--- src/design/pgs_pkg.sv ---
/*
 * constants shared by the paired converter output and gain sync block.
 * assumes a single input sampling clock; serial configuration pins are asynchronous.
 */
package pgs_pkg;
	localparam int NCONV        = 8;
	localparam int NCH          = 16;
	localparam int WORD_W       = 12;
	localparam int LATENCY      = 11;
	localparam int FRAME_HI     = 6;
	localparam int GAIN_W       = 9;
	localparam logic [8:0] GAIN_MAX = 9'h120; // 288 steps of 0.125 dB above -5 dB
	localparam int CURVE_DEPTH  = 32;
	localparam int CLK_NS       = 40;
	localparam int STEP_NS      = 1000;
	localparam int STEP_CYC     = (STEP_NS / CLK_NS < 1) ? 1 : STEP_NS / CLK_NS;
	localparam int CFG_W        = 24;
	localparam logic [7:0] ADDR_CTRL  = 8'h00;
	localparam logic [7:0] ADDR_ANLG  = 8'h03;
	localparam logic [7:0] ADDR_GAIN0 = 8'h01;
	localparam logic [7:0] ADDR_CURV0 = 8'h20;
	localparam int BIT_SWRST    = 0;
	localparam int BIT_CURVE_WR = 2;
	localparam int BIT_SWSYNC   = 3;
	localparam int BIT_CLAMP    = 2;
	localparam logic [1:0] AAF_7M5 = 2'h0;
	localparam logic [1:0] AAF_10M = 2'h1;
	localparam logic [1:0] AAF_14M = 2'h2;
endpackage : pgs_pkg

--- src/design/pgs_lane_ser.sv ---
/*
 * one serial output lane: loads a word and shifts it out msb first.
 * assumes load and shift strobes come from the shared bit timing.
 */
`timescale 1ns/1ps
`default_nettype none
module pgs_lane_ser #(
	parameter int W = 12
) (
	input  wire logic         clk_i,
	input  wire logic         clr_i,
	input  wire logic         load_i,
	input  wire logic [W-1:0] word_i,
	input  wire logic         shift_i,
	output logic              bit_o
);
	logic [W-1:0] sh_r;

	always_ff @(posedge clk_i) begin
		if (clr_i) begin
			sh_r <= '0;
		end else if (load_i) begin
			sh_r <= word_i;
		end else if (shift_i) begin
			sh_r <= {sh_r[W-2:0], 1'b0};
		end
	end

	assign bit_o = sh_r[W-1];
endmodule : pgs_lane_ser
`default_nettype wire

--- src/design/pgs_top.sv ---
/*
 * digital side of the paired converter front end: latency pipeline, lane serialisers,
 * bit and frame clocks, serial configuration, per channel gain and curve stepping.
 * assumes conv_code_i comes from the converters on clk_i and sys_rst_i is synchronous to clk_i; all other inputs are asynchronous.
 */
`timescale 1ns/1ps
`default_nettype none
module pgs_top
	import pgs_pkg::*;
#(
	parameter int STEP_CYCLES = STEP_CYC
) (
	input  wire logic                    clk_i,
	input  wire logic                    sys_rst_i,
	input  wire logic [NCONV*WORD_W-1:0] conv_code_i,
	input  wire logic                    hw_sync_i,
	input  wire logic                    serial_clk_i,
	input  wire logic                    serial_select_n_i,
	input  wire logic                    serial_shift_data_i,
	output logic [NCH-1:0]               lane_data_o,
	output logic                         bit_clk_o,
	output logic                         frame_clk_o,
	output logic [NCH*GAIN_W-1:0]        chan_gain_o,
	output logic [1:0]                   antialias_filter_select_o,
	output logic                         clamp_en_o,
	output logic                         curve_running_o,
	output logic                         sample_phase_o
);
	// synchronisers: 0 sync, 1 sclk, 2 select_n, 3 data
	logic [3:0]              s1_r;
	logic [3:0]              s2_r;
	logic                    sclk_d_r;
	logic                    sync_d_r;
	logic                    soft_rst_r;
	logic                    clr;
	// converter side
	logic                    phase_r;
	logic [NCONV*WORD_W-1:0] pipe_r [LATENCY];
	logic                    pipe_ph_r [LATENCY];
	logic [WORD_W-1:0]       res_r [NCH];
	// output timing
	logic                    bitph_r;
	logic [3:0]              bit_cnt_r;
	logic [3:0]              bit_cnt_nxt;
	logic                    bit_clk_r;
	logic                    frame_clk_r;
	logic                    adv;
	logic                    lane_load;
	logic                    lane_shift;
	// configuration
	logic [CFG_W-1:0]        cfg_sh_r;
	logic [4:0]              cfg_cnt_r;
	logic                    sclk_rise;
	logic                    commit;
	logic [CFG_W-1:0]        cfg_word;
	logic [7:0]              cfg_addr;
	logic [15:0]             cfg_data;
	logic                    curve_wr_r;
	logic [1:0]              aaf_r;
	logic                    clamp_r;
	logic [GAIN_W-1:0]       gain_r [NCH];
	logic [GAIN_W-1:0]       curve_r [CURVE_DEPTH];
	logic [GAIN_W-1:0]       wr_gain;
	logic                    wr_ctrl;
	logic                    wr_anlg;
	logic                    wr_gain_bank;
	logic                    wr_curve_bank;
	logic [7:0]              gain_idx;
	logic [7:0]              curve_idx;
	// curve stepping
	logic                    hw_sync_rise;
	logic                    sw_sync;
	logic                    start;
	logic                    running_r;
	logic [4:0]              step_idx_r;
	logic [15:0]             step_cnt_r;
	logic [GAIN_W-1:0]       gain_out_r [NCH];

	assign clr = sys_rst_i | soft_rst_r;

	always_ff @(posedge clk_i) begin
		if (sys_rst_i) begin
			// idle levels: select_n high, clocks and data low
			s1_r     <= 4'h4;
			s2_r     <= 4'h4;
			sclk_d_r <= 1'b0;
			sync_d_r <= 1'b0;
		end else begin
			s1_r     <= {serial_shift_data_i, serial_select_n_i, serial_clk_i, hw_sync_i};
			s2_r     <= s1_r;
			sclk_d_r <= s2_r[1];
			sync_d_r <= s2_r[0];
		end
	end

	assign hw_sync_rise = s2_r[0] & ~sync_d_r;
	assign sclk_rise    = s2_r[1] & ~sclk_d_r & ~s2_r[2];

	// converter pipeline: even channel on phase 0, odd channel on phase 1
	// sample stream restarts only on the reset pin; a soft reset never cuts a frame
	always_ff @(posedge clk_i) begin
		if (sys_rst_i) begin
			phase_r <= 1'b0;
			for (int i = 0; i < LATENCY; i++) begin
				pipe_r[i]    <= '0;
				pipe_ph_r[i] <= 1'b0;
			end
			for (int c = 0; c < NCH; c++) begin
				res_r[c] <= '0;
			end
		end else begin
			phase_r      <= ~phase_r;
			pipe_r[0]    <= conv_code_i;
			pipe_ph_r[0] <= phase_r;
			for (int i = 1; i < LATENCY; i++) begin
				pipe_r[i]    <= pipe_r[i-1];
				pipe_ph_r[i] <= pipe_ph_r[i-1];
			end
			for (int k = 0; k < NCONV; k++) begin
				// two's complement to straight offset binary
				res_r[2*k + int'(pipe_ph_r[LATENCY-1])] <=
					pipe_r[LATENCY-1][k*WORD_W +: WORD_W] ^ {1'b1, {(WORD_W-1){1'b0}}};
			end
		end
	end

	// two clocks per bit; bit clock rises mid bit
	assign adv         = bitph_r;
	assign bit_cnt_nxt = (bit_cnt_r == 4'(WORD_W-1)) ? 4'h0 : bit_cnt_r + 4'h1;
	assign lane_load   = adv & (bit_cnt_r == 4'(WORD_W-1));
	assign lane_shift  = adv & ~lane_load;

	always_ff @(posedge clk_i) begin
		if (sys_rst_i) begin
			bitph_r     <= 1'b0;
			bit_cnt_r   <= 4'(WORD_W-1);
			bit_clk_r   <= 1'b0;
			frame_clk_r <= 1'b0;
		end else begin
			bitph_r   <= ~bitph_r;
			bit_clk_r <= ~bitph_r;
			if (adv) begin
				bit_cnt_r   <= bit_cnt_nxt;
				frame_clk_r <= (bit_cnt_nxt < 4'(FRAME_HI));
			end
		end
	end

	for (genvar c = 0; c < NCH; c++) begin : g_lane
		pgs_lane_ser #(.W(WORD_W)) u_lane (
			.clk_i   (clk_i),
			.clr_i   (sys_rst_i),
			.load_i  (lane_load),
			.word_i  (res_r[c]),
			.shift_i (lane_shift),
			.bit_o   (lane_data_o[c])
		);
	end

	// serial configuration word capture
	assign cfg_word      = {cfg_sh_r[CFG_W-2:0], s2_r[3]};
	assign commit        = sclk_rise & (cfg_cnt_r == 5'(CFG_W-1));
	assign cfg_addr      = cfg_word[23:16];
	assign cfg_data      = cfg_word[15:0];
	assign wr_ctrl       = commit & (cfg_addr == ADDR_CTRL);
	assign wr_anlg       = commit & ~curve_wr_r & (cfg_addr == ADDR_ANLG);
	assign gain_idx      = cfg_addr - ADDR_GAIN0;
	assign curve_idx     = cfg_addr - ADDR_CURV0;
	assign wr_gain_bank  = commit & curve_wr_r & (cfg_addr >= ADDR_GAIN0) &
		(gain_idx < 8'(NCH));
	assign wr_curve_bank = commit & curve_wr_r & (cfg_addr >= ADDR_CURV0) &
		(curve_idx < 8'(CURVE_DEPTH));
	assign wr_gain       = (cfg_data[GAIN_W-1:0] > GAIN_MAX) ? GAIN_MAX
		: cfg_data[GAIN_W-1:0];
	assign sw_sync       = wr_ctrl & cfg_data[BIT_SWSYNC];
	assign start         = hw_sync_rise | sw_sync;

	always_ff @(posedge clk_i) begin
		if (clr) begin
			cfg_sh_r   <= '0;
			cfg_cnt_r  <= '0;
			curve_wr_r <= 1'b0;
			aaf_r      <= AAF_7M5;
			clamp_r    <= 1'b0;
			soft_rst_r <= 1'b0;
			for (int c = 0; c < NCH; c++) begin
				gain_r[c] <= '0;
			end
			for (int j = 0; j < CURVE_DEPTH; j++) begin
				curve_r[j] <= '0;
			end
		end else begin
			if (s2_r[2]) begin
				cfg_cnt_r <= '0;
			end else if (sclk_rise) begin
				cfg_sh_r  <= cfg_word;
				cfg_cnt_r <= commit ? 5'h00 : cfg_cnt_r + 5'h01;
			end
			if (wr_ctrl) begin
				curve_wr_r <= cfg_data[BIT_CURVE_WR];
				soft_rst_r <= cfg_data[BIT_SWRST];
			end
			if (wr_anlg) begin
				aaf_r   <= cfg_data[1:0];
				clamp_r <= cfg_data[BIT_CLAMP];
			end
			if (wr_gain_bank) begin
				gain_r[gain_idx[3:0]] <= wr_gain;
			end
			if (wr_curve_bank) begin
				curve_r[curve_idx[4:0]] <= wr_gain;
			end
		end
	end

	// curve stepping: one shared index for every channel, holds on the last entry
	always_ff @(posedge clk_i) begin
		if (clr) begin
			running_r  <= 1'b0;
			step_idx_r <= '0;
			step_cnt_r <= '0;
			for (int c = 0; c < NCH; c++) begin
				gain_out_r[c] <= '0;
			end
		end else begin
			if (start) begin
				running_r  <= 1'b1;
				step_idx_r <= '0;
				step_cnt_r <= '0;
			end else if (running_r) begin
				if (step_cnt_r == 16'(STEP_CYCLES - 1)) begin
					step_cnt_r <= '0;
					if (step_idx_r != 5'(CURVE_DEPTH - 1)) begin
						step_idx_r <= step_idx_r + 5'h01;
					end
				end else begin
					step_cnt_r <= step_cnt_r + 16'h0001;
				end
			end
			for (int c = 0; c < NCH; c++) begin
				gain_out_r[c] <= running_r ? curve_r[step_idx_r] : gain_r[c];
			end
		end
	end

	always_comb begin
		for (int c = 0; c < NCH; c++) begin
			chan_gain_o[c*GAIN_W +: GAIN_W] = gain_out_r[c];
		end
	end

	assign bit_clk_o                 = bit_clk_r;
	assign frame_clk_o               = frame_clk_r;
	assign antialias_filter_select_o = aaf_r;
	assign clamp_en_o                = clamp_r;
	assign curve_running_o           = running_r;
	assign sample_phase_o            = phase_r;
endmodule : pgs_top
`default_nettype wire

--- config.mk ---
export PLATFORM = sky130hd
export DESIGN_NAME = pgs_top
export DESIGN_NICKNAME = d
export VERILOG_FILES = /design/src/design/pgs_pkg.sv /design/src/design/pgs_lane_ser.sv /design/src/design/pgs_top.sv
export SDC_FILE = /design/constraint.sdc
export NUM_CORES = 2
export LEC_CHECK = 0
export ABC_AREA = 1
export ABC_CLOCK_PERIOD_IN_PS = 4000
export BUFFER_PORTS_ARGS = -buffer_cell sky130_fd_sc_hd__buf_2
export CORE_UTILIZATION = 35
export DETAILED_ROUTE_END_ITERATION = 7
export PLACE_DENSITY_LB_ADDON = 0.05
export SLEW_MARGIN = 20
export SYNTH_ARGS = -nofsm -noshare
export SYNTH_HDL_FRONTEND = slang
export SYNTH_SLANG_ARGS = --single-unit
--- constraint.sdc ---
create_clock -name clk_i -period 4 [get_ports clk_i]
set_input_delay 0 -clock clk_i [delete_from_list [all_inputs] [get_ports clk_i]]
set_output_delay 0 -clock clk_i [all_outputs]
set_load 0.1 [all_outputs]
==> metrics.md <==
| Metric | Value |
|---|---|
| Status | complete, no violations |
| Most used cell, CP | nand2_1 |
| Final ANT Viol Nets | 0 |
| Vias | 44.98k |
| Buffers & Inverters on Critical Path | 2 |
| Post-Syn Area per Cell | 9.419 µm² |
| Tcrit/Tclk final | 75.92% |
| Worst EP arrival | approximately 3500 ps |
| Largest buffer count on any clock path | 3 |
| Root buf cell | clkbuf_16 |
| EDFF count, synth | 624 |
| Max Slew Vio Count | 0 |
| Area used by multi-input combinational logic | 0.01546 mm² |
| Psw | 0.01071 W |
| CTS tree | built |
| Post-CTS sizing | 0 |
| Worst vdd ir | 0.4126 mV |
| Core area | around 0.2 mm² |
| TNS Setup | 0 ps |
| CP top delay family | simple AND/OR/NAND/NOR gates |
| Site Rows | 163 |
| LEAKAGE | 32.23 nW |
| FF/Latch Area | 0.04837 mm² |
| Clock Skew | 75.36 ps |
| Final min period | between 3000 and 4000 ps |
| Ports | 269 |
| Final hold vios | 0 |
| Max-cap viol count | 0 |
| Dpl hpwl | 95840 µm |
| Num CTS Buffers | about 220 |
| Drt first pass iters | 5 |
| Hold Crit Endpoint | pipe_r[9][36] |
| Power, Total | 0.04519 W |
| Vias in the first global route | 43.85k |
| Final setup vio count | 0 |
| Area grow syn2layout | 18.70% |
| Cells after Synth | 7437 |
| Pint | between 0.03 and 0.04 W |
| Post-synthesis sequential area ratio | 69.05% |
| Worst Hold Depth | 3 |
| Clock Sinks | 2104 |
| CP Max Fanout | 10 |
| PortBufs | 268 |
| Register-to-Register Path Depth | 6 |
| Worst Path Class, Setup | flip-flop to flip-flop |
| YS warnings | 0 |
| DRC | 0 |
| Reg power frac | ~50% |
| Die area | slightly above 0.2 mm² |
| First-pass GRT wire length | 255100 µm |
| Layout fillers | 19.75k |
| Layout cells sized above 1 | 9.130% |
| Cell chain of the critical path | clkinv_1, nor3_1, inv_1, nor2_1, nand2_1, nand2_1 |
| Switching share of power | 23.70% |
| R2R Path End | curve_r[31][1] |
| Worst setup EP type | flip-flop |
| Initial antenna violation count | 2 |
| Gpl congestion | 0.8199 |
| Comb power frac | 5.9% |
| Vias per cell | about 4.2 |
| Netlist Area Pre-Place | approximately 0.07 mm² |
| Clk slew on worst S/H paths | 70 ps |
| Worst Tran Pin Value | 1062 ps |
| Worst slew margin | slightly below 30% |
| Die Span X | 449.4 µm |
| Starting DRT DRC Count | 3229 |
| Worst path max stage delay | approximately 690 ps |
| Reg2Reg Setup Slack | 960 ps |
| Most frequent cells in the layout | 1917 x nor2_1, 1478 x dfxtp_1, 1228 x inv_1 |
| Nets | roughly 8k |
| Largest net degree at the start of global routing | roughly 230 |
| Power density cells | 543.5 mW/mm² |
| Initial Utilization | 35.37% |
| Unrepaired setup endpoints after global routing | false |
| Startpoint Class | flip-flop |
| GR Util All Layers | 15.85% |
| Post-synthesis register bit count | 2104 |
| GRT overflow | 0 |
| Routed WL | 161200 µm |
| Distinct cells, synth | 37 |
| Primary FF master, synth | dfxtp_1 |
| Critical Path Slowest Stage Cell | nor3_1 |
| # H-tree levels | 4 |
| Commonest non-fill, non-tap cell in the layout | nor2_1 |
| Post-synthesis net count | about 7.5k |
| Setup Fix Bufs, Post-CTS | 0 |
| Worst r2r src | cfg_sh_r[17] |
| CP Data Required Time | ~4400 ps |
| Die height | 449.4 µm |
| Levels on crit path | 6 |
| Routed WL per cell | 15.15 µm |
| Fmax | 0.3293 GHz |
| Clock share of power | 43.6% |
| Hold Crit Class | input pin to flip-flop |
| Cts hold-fix bufs | approximately 200 |
| Min-delay src | sys_rst_i |
| Skew-Pair Late Insertion Delay | 850 ps |
| Async set-reset flop share out of synthesis | 0% |
sequential cells by signal, indices dropped and copies added, names as in the netlist, 2 cells and up, named ones only:
name / cells
step_idx_r: 5
cfg_cnt_r: 5
res_r: 192
step_cnt_r: 16
bit_cnt_r: 4
cfg_sh_r: 23
gain_r: 144
curve_r: 288
g_lane.u_lane.sh_r: 192
s1_r: 4
s2_r: 4
antialias_filter_select_o: 2
gain_out_r: 144
pipe_ph_r: 11
pipe_r: 1056
power by group through the flow:
stage | sequential (W) | combinational, W | clock, W
floorplan | 0.0239 | 0.00124 | 0
global route | 0.0229 | 0.00292 | 0.0213
CTS | 0.0228 | 0.00269 | 0.0204
detailed placement | 0.0233 | 0.00254 | 0
global placement | 0.0233 | 0.00253 | 0
finish | 0.0228 | 0.00265 | 0.0197
worst min-delay path, delay by kind of cell:
family / cells / cell delay [ps]
buffers and inverters: 2 / 820
AND/OR/NAND/NOR: 1 / 100
layout make-up:
class / count / area share (%)
repair buffers: 554 / 5.092
well taps: 2640 / 3.973
clock buffers: 336 / 7.693
clock inverters: 70 / 0.8472
inverters: 1242 / 5.618
flip-flops and latches: 2104 / 58.18
multi-input cells: 3690 / 18.59
diodes: 2 / 0.006019
worst max path at each step:
stage | from | endpoint | slack [ps]
6_report | cfg_sh_r[17] | curve_r[31][1] | 960
5_1_grt | cfg_sh_r[17] | gain_r[0][8] | 750
4_1_cts | cfg_cnt_r[1] | curve_r[1][4] | 950
3_5_place_dp | cfg_cnt_r[1] | curve_r[9][3] | 940
3_3_place_gp | cfg_cnt_r[1] | curve_r[1][3] | 980
2_1_floorplan | pipe_ph_r[10] | res_r[11][0] | 100
cells in the mapped netlist, types with 9 or more instances:
master,n,area (µm²)
nand4_1,9,56.30
inv_1,1229,4613
nand3_1,264,1321
buf_1,26,97.59
edfxtp_1,624,18740
buf_4,16,120.1
nand2_1,802,3010
nand2_2,19,118.9
a21oi_1,192,960.9
nor3_1,28,140.1
buf_2,28,140.1
clkbuf_1,331,1242
o21ai_0,370,1852
dfxtp_1,1480,29630
nand3_2,10,100.1
nor2_1,1921,7211
a32o_1,16,160.2
metal layers:
layer | wire length, µm | part of all wire [%] | global-route usage [%] | vias up
met5 | 0 | 0 | 0 | -
met4 | 3775 | 2.3 | 4.842 | 0
met3 | 6962 | 4.3 | 2.767 | 252
met2 | 63780 | 40 | 22.01 | 867
met1 | 86660 | 54 | 24.63 | 20520
li1 | - | - | - | 23340
cell families after synthesis:
| logic type | share of synthesized area [%] |
|---|---|
| adder cells (fa/ha/maj) | 0.1429 |
| XOR/XNOR | 0.08753 |
| AND/OR/NAND/NOR | 17.40 |
| flip-flops | 69.05 |
| buffers and inverters | 8.940 |
| AO/OA/AOI/OAI | 4.385 |
through the flow:
| step | instances | utilization [%] | hold WS (ps) | setup slack, ps | area (µm²) |
|---|---|---|---|---|---|
| global placement | 10030 | 37.37 | 199.1 | 981.4 | 74000 |
| detailed placement | 10030 | 37.37 | 199.9 | 943.2 | 74000 |
| finish | 10640 | 41.99 | 126.0 | 963.3 | 83140 |
| floorplan | 7437 | - | 103.8 | 102.1 | 70050 |
| CTS | 10640 | 41.98 | 17.51 | 948.7 | 83140 |
| global route | 10640 | 41.98 | 89.97 | 747.2 | 83140 |
Note: power is estimated with default switching activity, not from simulation.
